## src/ppl_pkg.sv

```systemverilog
// Package for the two-channel PID position loop: constants, modes and carriers.
// Assumes one 25 MHz clock and signed 8-bit positions centred on zero.
package ppl_pkg;
	localparam int unsigned PPL_CLK_HZ = 25000000;
	localparam int unsigned PPL_PERIOD_MS = 16;
	localparam int unsigned PPL_PERIOD_CYC = PPL_CLK_HZ / 1000 * PPL_PERIOD_MS;
	localparam int PPL_POS_W = 8;
	localparam int PPL_GAIN_W = 8;
	localparam int PPL_ACC_W = 16;
	localparam int PPL_SUM_W = 28;
	localparam int PPL_PWR_W = 8;
	localparam logic signed [PPL_SUM_W-1:0] PPL_PWR_MAX = 28'sh000007F;
	localparam logic signed [PPL_SUM_W-1:0] PPL_PWR_MIN = -28'sh000007F;
	localparam logic signed [PPL_ACC_W-1:0] PPL_ACC_MAX = 16'sh7FFF;
	localparam logic signed [PPL_ACC_W-1:0] PPL_ACC_MIN = -16'sh7FFF;
	localparam int PPL_CH_N = 2;
	localparam int PPL_CH_A = 0;
	localparam int PPL_CH_B = 1;

	typedef enum logic [1:0] {
		PPL_MODE_A_OPEN_B_POS,
		PPL_MODE_A_CLOSED_B_POS,
		PPL_MODE_AB_POS,
		PPL_MODE_NONE
	} ppl_mode_t;

	typedef struct packed {
		logic [PPL_GAIN_W-1:0] kp;
		logic [PPL_GAIN_W-1:0] ki;
		logic [PPL_GAIN_W-1:0] kd;
	} ppl_gains_t;

	typedef struct packed {
		logic enable;
		logic reverse;
		logic [PPL_PWR_W-2:0] magnitude;
	} ppl_drive_t;
endpackage

```

## src/ppl_loop.sv

```systemverilog
// Two-channel closed-loop position controller with shared gains and emergency stop.
// Assumes synchronous inputs; positions are signed with mid travel as zero.
`timescale 1ns/10ps
module ppl_loop
	import ppl_pkg::*;
#(
	parameter int unsigned PERIOD_CYC = PPL_PERIOD_CYC
)
(
	input wire logic mclk,
	input wire logic rst_b,
	input wire ppl_mode_t mode,
	input wire ppl_gains_t gains,
	input wire logic estop,
	input wire logic signed [PPL_POS_W-1:0] dest_a,
	input wire logic signed [PPL_POS_W-1:0] dest_b,
	input wire logic signed [PPL_POS_W-1:0] meas_a,
	input wire logic signed [PPL_POS_W-1:0] meas_b,
	output ppl_drive_t drive_a,
	output ppl_drive_t drive_b,
	output logic tick_r
);
	localparam int DIV_W = $clog2(PERIOD_CYC);
	logic [DIV_W-1:0] div_r;
	logic [DIV_W:0] gap_r;
	logic estop_r;
	logic [PPL_CH_N-1:0] run;
	logic signed [PPL_POS_W-1:0] dest [PPL_CH_N];
	logic signed [PPL_POS_W-1:0] meas [PPL_CH_N];
	ppl_drive_t drv [PPL_CH_N];
	logic signed [PPL_SUM_W-1:0] sum [PPL_CH_N];
	logic signed [PPL_POS_W:0] err_now [PPL_CH_N];
	logic signed [PPL_POS_W:0] seen_err_r [PPL_CH_N];

	function automatic logic pos_mode_on(input ppl_mode_t m, input int ch);
		if (ch == PPL_CH_B) begin
			pos_mode_on = (m != PPL_MODE_NONE);
		end else begin
			pos_mode_on = (m == PPL_MODE_AB_POS);
		end
	endfunction

	// Expected drive of a pure proportional step, clamped to full scale
	function automatic ppl_drive_t prop_drive(input logic signed [PPL_POS_W:0] e,
		input ppl_gains_t g);
		logic signed [PPL_SUM_W-1:0] p;
		ppl_drive_t d;
		p = PPL_SUM_W'(e * $signed({1'b0, g.kp}));
		if (p > PPL_PWR_MAX) begin
			p = PPL_PWR_MAX;
		end else if (p < PPL_PWR_MIN) begin
			p = PPL_PWR_MIN;
		end
		d.enable = 1'b1;
		d.reverse = p[PPL_SUM_W-1];
		d.magnitude = p[PPL_SUM_W-1] ? (PPL_PWR_W-1)'(-p) : (PPL_PWR_W-1)'(p);
		return d;
	endfunction

	// Control period tick
	always_ff @(posedge mclk or negedge rst_b) begin
		if (!rst_b) begin
			div_r <= '0;
			tick_r <= 1'b0;
		end else if (div_r == DIV_W'(PERIOD_CYC - 1)) begin
			div_r <= '0;
			tick_r <= 1'b1;
		end else begin
			div_r <= div_r + 1'b1;
			tick_r <= 1'b0;
		end
	end

	always_ff @(posedge mclk or negedge rst_b) begin
		if (!rst_b) begin
			estop_r <= 1'b0;
		end else begin
			estop_r <= estop;
		end
	end

	// Cycles since the last tick, an independent count for the period check
	always_ff @(posedge mclk or negedge rst_b) begin
		if (!rst_b) begin
			gap_r <= '0;
		end else if (tick_r) begin
			gap_r <= (DIV_W+1)'(1);
		end else if (gap_r != '1) begin
			gap_r <= gap_r + 1'b1;
		end
	end

	assign dest[PPL_CH_A] = dest_a;
	assign dest[PPL_CH_B] = dest_b;
	assign meas[PPL_CH_A] = meas_a;
	assign meas[PPL_CH_B] = meas_b;

	for (genvar c = 0; c < PPL_CH_N; c++) begin : g_ch
		// One stop level gates every channel at once
		assign run[c] = pos_mode_on(mode, c) && !estop && !estop_r;
		ppl_chan u_chan (
			.mclk(mclk),
			.rst_b(rst_b),
			.tick(tick_r),
			.run(run[c]),
			.gains(gains),
			.dest(dest[c]),
			.meas(meas[c]),
			.drive(drv[c]),
			.sum_r(sum[c])
		);
		// Error seen at the last running tick, cleared while stopped
		assign err_now[c] = (PPL_POS_W+1)'(dest[c]) - (PPL_POS_W+1)'(meas[c]);
		always_ff @(posedge mclk or negedge rst_b) begin
			if (!rst_b) begin
				seen_err_r[c] <= '0;
			end else if (!run[c]) begin
				seen_err_r[c] <= '0;
			end else if (tick_r) begin
				seen_err_r[c] <= err_now[c];
			end
		end
	end

	assign drive_a = drv[PPL_CH_A];
	assign drive_b = drv[PPL_CH_B];
endmodule

```

## src/ppl_chan.sv

```systemverilog
// One position loop channel: error, history, integral, PID sum and clamp.
// Assumes the caller supplies a one-cycle tick per control period.
`timescale 1ns/10ps
module ppl_chan
	import ppl_pkg::*;
(
	input wire logic mclk,
	input wire logic rst_b,
	input wire logic tick,
	input wire logic run,
	input wire ppl_gains_t gains,
	input wire logic signed [PPL_POS_W-1:0] dest,
	input wire logic signed [PPL_POS_W-1:0] meas,
	output ppl_drive_t drive,
	output logic signed [PPL_SUM_W-1:0] sum_r
);
	logic signed [PPL_POS_W:0] err;
	logic signed [PPL_POS_W:0] prev_err_r;
	logic signed [PPL_POS_W+1:0] derr;
	logic signed [PPL_ACC_W-1:0] acc_r;
	logic signed [PPL_ACC_W:0] acc_wide;
	logic signed [PPL_ACC_W-1:0] acc_nxt;
	logic signed [PPL_SUM_W-1:0] sum_nxt;
	logic signed [PPL_SUM_W-1:0] clamped;

	always_comb begin
		err = PPL_POS_W'(0) + (PPL_POS_W+1)'(dest) - (PPL_POS_W+1)'(meas);
		derr = (PPL_POS_W+2)'(err) - (PPL_POS_W+2)'(prev_err_r);
		acc_wide = (PPL_ACC_W+1)'(acc_r) + (PPL_ACC_W+1)'(err);
		if (acc_wide > (PPL_ACC_W+1)'(PPL_ACC_MAX)) begin
			acc_nxt = PPL_ACC_MAX;
		end else if (acc_wide < (PPL_ACC_W+1)'(PPL_ACC_MIN)) begin
			acc_nxt = PPL_ACC_MIN;
		end else begin
			acc_nxt = acc_wide[PPL_ACC_W-1:0];
		end
		sum_nxt = PPL_SUM_W'(err * $signed({1'b0, gains.kp}))
			+ PPL_SUM_W'(derr * $signed({1'b0, gains.kd}))
			+ PPL_SUM_W'(acc_nxt * $signed({1'b0, gains.ki}));
		if (sum_nxt > PPL_PWR_MAX) begin
			clamped = PPL_PWR_MAX;
		end else if (sum_nxt < PPL_PWR_MIN) begin
			clamped = PPL_PWR_MIN;
		end else begin
			clamped = sum_nxt;
		end
	end

	// History and integral clear while stopped so restart is clean
	always_ff @(posedge mclk or negedge rst_b) begin
		if (!rst_b) begin
			prev_err_r <= '0;
			acc_r <= '0;
			sum_r <= '0;
		end else if (!run) begin
			prev_err_r <= '0;
			acc_r <= '0;
			sum_r <= '0;
		end else if (tick) begin
			prev_err_r <= err;
			acc_r <= acc_nxt;
			sum_r <= clamped;
		end
	end

	always_ff @(posedge mclk or negedge rst_b) begin
		if (!rst_b) begin
			drive <= '0;
		end else if (!run) begin
			drive <= '0;
		end else if (tick) begin
			drive.enable <= 1'b1;
			drive.reverse <= clamped[PPL_SUM_W-1];
			drive.magnitude <= clamped[PPL_SUM_W-1] ? (PPL_PWR_W-1)'(-clamped)
				: (PPL_PWR_W-1)'(clamped);
		end
	end

endmodule

```

## config.mk

```make
export PLATFORM = sky130hd
export DESIGN_NAME = ppl_loop
export DESIGN_NICKNAME = d
export VERILOG_FILES = /design/src/ppl_pkg.sv /design/src/ppl_loop.sv /design/src/ppl_chan.sv
export SDC_FILE = /design/constraint.sdc
export NUM_CORES = 2
export LEC_CHECK = 0
export ABC_AREA = 1
export BUFFER_PORTS_ARGS = -buffer_cell sky130_fd_sc_hd__buf_4
export CAP_MARGIN = 25
export CORE_MARGIN = 8
export CORE_UTILIZATION = 60
export DETAILED_ROUTE_END_ITERATION = 6
export PLACE_DENSITY = 0.77
export SYNTH_ARGS = -nofsm -noshare
export SYNTH_HDL_FRONTEND = slang
export SYNTH_SLANG_ARGS = --single-unit
```

## constraint.sdc

```tcl
create_clock -name mclk -period 12.1 [get_ports mclk]
set_clock_uncertainty 0.15 [all_clocks]
set_input_delay 2.42 -clock mclk [delete_from_list [all_inputs] [get_ports mclk]]
set_output_delay 2.42 -clock mclk [all_outputs]
set_load 0.05 [all_outputs]
```

=== Word-level counts from Yosys, hierarchy flattened ===
Cells that the tools add are included.

* Register bits after elaboration: 89
* Bits in latches: 0
* RAM bits: 0
* Memory bits (read-only): 0
* Input port bits: 61
* Output and inout bits: 19
* Logic and storage cells: 75
* Memories kept: 0

* Add/sub/neg operators: 13
* $mul: 6
* Divide/modulo/power cells: 0
* $lt $le $gt $ge: 8
* Eq/ne operators: 5
* Shift operators: 0
* Mux-type cells: 24
* Bitwise logic cells: 0
* Reductions and logical operators: 6

{| class="wikitable"
|+ Operators by type and width
! cell !! count
|-
| $mux 16 || 8
|-
| $add 28x28->28 || 4
|-
| $mux 28 || 4
|-
| $mux 9 || 8
|-
| $gt 28x8->1 const B || 2
|-
| $lt 28x8->1 const B || 2
|-
| $mul 16x9->25 || 2
|-
| $mul 10x9->19 || 2
|-
| $mul 9x9->18 || 2
|-
| $add 16x9->17 || 2
|-
| $gt 17x16->1 const B || 2
|-
| $lt 17x16->1 const B || 2
|-
| $sub 9x9->10 || 2
|-
| $add 19x1->19 const B || 1
|-
| $eq 19x19->1 const B || 1
|-
| $mux 19 || 1
|-
| $sub 8x8->9 || 2
|-
| $mux 7 || 2
|-
| $neg 7->7 || 2
|-
| $ne 2x2->1 const B || 3
|-
| $logic_and 1x1->1 || 4
|-
| $eq 2x2->1 const B || 1
|-
| $logic_not 1->1 || 2
|-
| $mux 1 || 1
|}

=== Longest topological paths before layout ===
* Word-level depth: 14
* Gate-level depth with buffers: 81

=== Modules after synthesis ===
Synthesis repeated with hierarchy kept, for this count alone.

* Cell total of the unflattened synthesis: 4690
* Area total of the unflattened synthesis: 35509.1 um^2

{| class="wikitable"
|+ By module, submodules not included
! module !! times used !! cells each !! area each (um^2)
|-
| ppl_chan (g_ch[0].u_chan) || 1 || 2258 || 17156.5
|-
| ppl_chan (g_ch[1].u_chan) || 1 || 2278 || 17154.0
|-
| ppl_loop || 1 || 154 || 1198.6
|}

=== Worst setup path before layout ===
OpenSTA, ideal clock, no wires.

* Path type: input port to flip-flop
* Start: input dest_b[0]
* End: register g_ch[1].u_chan.drive[6] (netlist bit)
* Arrival: 13214 ps
* Required time: 11832 ps
* Slack: -1382 ps
* Stages on the path: 67
* Buffers on the path: 1
* Path through: inv_1 ha_1 fa_1 o21ai_0 nand2_1 nand2_1 a21oi_1 or2_2 a22oi_2 inv_1 ha_1 a21oi_1 nand2_1 a21oi_1 nand2_1 nand2_2 nand2_4 inv_4 (+31 left out) a21oi_1 nand3_1 a31oi_1 a21oi_2 nor4_1 nand2_1 ha_1 inv_1 nand2_1 a21boi_0 ha_1 inv_1 nor2_1 nand2_1 nor3_1 o211ai_1 nand3_1 nand2_1

* Cells in the longest elaborated chain, start to end: 14
* Elaborated cells on any way between the ends: 20
* Those cells by class: 6 x add/sub; 3 x mul; 4 x order compare; 7 x mux

{| class="wikitable"
|+ Ends and longest elaborated chain
! item !! RTL line !! source
|-
| start, declared || ppl_loop.sv:16 || <nowiki>input wire logic signed [PPL_POS_W-1:0] dest_b,</nowiki>
|-
| $sub 8x8->9 * || ppl_chan.sv:27 || <nowiki>err = PPL_POS_W'(0) + (PPL_POS_W+1)'(dest) - (PPL_POS_W+1)'(meas);</nowiki>
|-
| $add 16x9->17 || ppl_chan.sv:29 || <nowiki>acc_wide = (PPL_ACC_W+1)'(acc_r) + (PPL_ACC_W+1)'(err);</nowiki>
|-
| $lt 17x16->1 || ppl_chan.sv:32 || <nowiki>end else if (acc_wide < (PPL_ACC_W+1)'(PPL_ACC_MIN)) begin</nowiki>
|-
| $mux 16 || ppl_chan.sv:32 ||
|-
| $mux 16 || ppl_chan.sv:30 || <nowiki>if (acc_wide > (PPL_ACC_W+1)'(PPL_ACC_MAX)) begin</nowiki>
|-
| $mul 16x9->25 || ppl_chan.sv:39 || <nowiki>+ PPL_SUM_W'(acc_nxt * $signed({1'b0, gains.ki}));</nowiki>
|-
| $add 28x28->28 * || ppl_chan.sv:39 ||
|-
| $lt 28x8->1 || ppl_chan.sv:42 || <nowiki>end else if (sum_nxt < PPL_PWR_MIN) begin</nowiki>
|-
| $mux 28 || ppl_chan.sv:42 ||
|-
| $mux 28 * || ppl_chan.sv:40 || <nowiki>if (sum_nxt > PPL_PWR_MAX) begin</nowiki>
|-
| $neg 7->7 || ppl_chan.sv:74 || <nowiki>drive.magnitude <= clamped[PPL_SUM_W-1] ? (PPL_PWR_W-1)'(-clamped)</nowiki>
|-
| $mux 7 * || ppl_chan.sv:74 ||
|-
| $mux 9 * || ppl_chan.sv:71 || <nowiki>end else if (tick) begin</nowiki>
|-
| $mux 9 * || ppl_chan.sv:69 || <nowiki>end else if (!run) begin</nowiki>
|-
| end, declared || ppl_chan.sv:14 || <nowiki>output ppl_drive_t drive,</nowiki>
|}

Mark *: on every way between the ends. The rest lies on a longest branch, timed or not. The select of a mux whose other input is x is not followed.
A chain may end at the register's enable or synchronous reset.

=== Worst setup path in the final report ===
Ends and elaborated chain as after synthesis.

==> metrics.md <==
| Metric | Value |
|---|---|
| Final setup vio count | `16` |
| Tcrit/Tclk final | `1.10` |
| Antenna Nets Post-Route | `0` |
| Vias in the first global route | `34,304` |
| Number of flops mapped to enable cells by yosys | `0` |
| Avg Cell Area, Syn | `7.14 sq um` |
| Row cnt | `87` |
| Syn. warnings | `0` |
| Worst setup EP type | `register` |
| Critical path's slowest cell | `fa_1` |
| Unrepaired setup endpoints after global routing | `true` |
| Fill cells | `3,994` |
| Clock period minus worst slack | `13.26 ns` |
| Vias per cell | `5.32` |
| #FFs+latches synth | `89` |
| Most used DFF post-synth | `dfrtp_1` |
| Initial antenna violation count | `0` |
| Layout cells sized above 1 | `0.267` |
| Mapped Area | `33,700 sq um` |
| Placed insts | `approximately 6,000` |
| Ports | `80` |
| CTS tree | `built` |
| Port Buffers | `79` |
| Drt total wl | `around 100 mm` |
| DRT iter0 DRCs | `2,143` |
| WS Path Type | `in -> reg` |
| Worst hold path class | `reg -> reg` |
| WL met3 | `5.65 mm` |
| Pre-Repair DR Iteration Count | `7` |
| CTS buffer count | `9` |
| Asr flop ratio synth | `1.00` |
| Post-synth cell types | `52` |
| Worst-path maximum fanout | `8` |
| Most frequent cells in the layout | `1,115 x inv_1, 955 x nand2_1, 798 x buf_4` |
| Clock slew at reported path FFs | `0.10 ns` |
| Syn Inst Count | `4,720` |
| Final std cells w/o fill | `6,257` |
| Clock root cell | `clkbuf_16` |
| Vias | `33,300` |
| Placer Congestion | `1.01` |
| Area delta synth->final | `30.8%` |
| Slew headroom | `0.381` |
| CTS Buffer Depth | `2` |
| Initial Utilization | `0.603` |
| Most used cell, CP | `nand2_1` |
| Die H | `253 microns` |
| Max Freq | `0.0754 GHz` |
| Grt ovf | `0` |
| CP startpoint kind | `input port` |
| Failing checks | `DRC, setup timing` |
| Top layer in use | `met4` |
| Fin. max-slew vios | `0` |
| Post-Syn Nets | `approximately 5,700` |
| GRT Util Overall | `0.322` |
| Fin nets | `6,442` |
| Metal2 WL | `51.6 mm` |
| H-Tree Depth | `3` |
| Post-DR wirelength/cell | `around 17 microns` |
| Met1 Routed Length | `40.3 mm` |
| Sequential area share after synthesis | `0.0661` |
| Req. time, crit path | `12.29 ns` |
| Delay of the slowest critical-path stage | `0.58 ns` |
| Worst Tran Pin Value | `between 0.9 and 1 ns` |
| Die area | `64,000 sq um` |
| Global-route wire length before repair | `about 170 mm` |
| # DRC | `4` |
| Most common cell after layout, fill and taps aside | `inv_1` |
| Worst skew pair latency | `0.41 ns` |
| Die extent in x | `253 microns` |
| Max_cap viols | `0` |
| Total clock sinks | `89` |
| Core area | `roughly 56,000 sq um` |
| Largest net degree at the start of global routing | `52` |
| Ant. Diodes | `0` |
| Final Hold Viols | `0` |
| Detailed placement HPWL | `84.4 mm` |
| Arrival time worst endpoint | `13.45 ns` |
| Worst setup margin | `-1.16 ns` |
| # hold bufs at CTS | `0` |
| Status | `complete, but fails checks` |
[routing by layer]
| layer | GRT usage | vias to the layer above |
|---|---|---|
| met4 | 0.170 | 0 |
| met5 | 0 | - |
| met2 | 0.563 | 1142 |
| met1 | 0.383 | 16080 |
| li1 | - | 15739 |
| met3 | 0.0432 | 339 |
[state kept, by name, indices dropped and copies added (netlist names)]
register,cells
g_ch.u_chan.drive,18
estop_r,1
g_ch.u_chan.acc_r,32
g_ch.u_chan.prev_err_r,18
tick_r,1
div_r,19
[final cells by class]
class | count | area [sq um] | area share
Multi-Input combinational cell | 3370 | 29500 | 0.669
Timing Repair Buffer | 836 | 6590 | 0.149
Inverter | 1188 | 4530 | 0.103
Sequential cell | 89 | 2230 | 0.0505
Tap cell | 756 | 946 | 0.0215
Clock buffer | 9 | 225 | 0.00511
Clock inverter | 7 | 70.1 | 0.00159
Timing Repair inverter | 2 | 12.5 | 0.000284
[final timing paths]
path | end | depth (start not counted) | from | slack (ns)
max | g_ch[1].u_chan.drive[6] | 66 | dest_b[0] | -1.16
min | div_r[0] | 1 | div_r[0] | 0.32
max reg2reg | g_ch[1].u_chan.drive[6] | 59 | g_ch[1].u_chan.acc_r[0] | 1.76
min reg2reg | div_r[0] | 1 | div_r[0] | 0.32
max in group asynchronous | g_ch[1].u_chan.prev_err_r[0] | 2 | rst_b | 8.67
min in group asynchronous | div_r[13] | 1 | rst_b | 1.87
[per-stage QoR]
step	TNS [ns]	area [sq um]	util	setup slack [ns]	hold slack, ns
6_report	-11.60	44100	0.788	-1.16	0.318
5_1_grt	-20.24	44100	0.788	-1.68	0.361
4_1_cts	-7.41	42500	0.759	-0.843	0.322
3_5_place_dp	-21.45	41000	0.732	-1.83	0.307
3_3_place_gp	-19.72	41000	0.732	-1.77	0.303
2_1_floorplan	-5.27	34500	-	-0.799	0.282
[repair_timing]
item                                    in CTS  in global routing
pin swaps                                  121                168
gates cloned                                 3                  3
endpoints found under the setup margin      16                 16
buffers inserted                            40                 36
hold endpoints to repair                     0                  0
gates resized for setup                    203                334
[logic make-up after synthesis]
| family | after synthesis | synth area share |
|---|---|---|
| xor gates and xnor gates | 155 | 0.0403 |
| DFF | 89 | 0.0661 |
| AOI/OAI and AO/OA | 403 | 0.0665 |
| and+or+nand+nor | 1927 | 0.242 |
| buffers and inverters | 1261 | 0.142 |
| adders and majority gates | 885 | 0.443 |
[Yosys cell counts, drive strengths merged, types with 5 or more instances]
library cell	n	share of area
inv	1186	0.13
a31oi	9	0.0017
nand3	163	0.024
o31ai	5	0.0011
a21oi	251	0.037
ha	371	0.14
nand4	48	0.0093
nor2	451	0.051
o21ai	66	0.010
nand2	1164	0.14
nor4	12	0.0022
fa	514	0.31
nor3	33	0.0050
o211ai	19	0.0042
xnor2	75	0.019
nand3b	19	0.0042
o22ai	16	0.0030
or2	25	0.0046
xor2	80	0.021
dfrtp	89	0.066
and2	5	0.00093
buf	13	0.0033
clkbuf	60	0.0067
o21bai	17	0.0038
[critical path, delay by kind of cell]
kind | cells | cell delay [ns]
fa+ha+maj | 12 | 4.55
simple gates | 31 | 3.47
xor+xnor | 1 | 0.23
compound gates | 10 | 1.67
buf+inv | 12 | 1.06
Power is left out: the tool's default activity adds up to more than one toggle a clock period on the data nets, which glitch-free logic cannot reach.
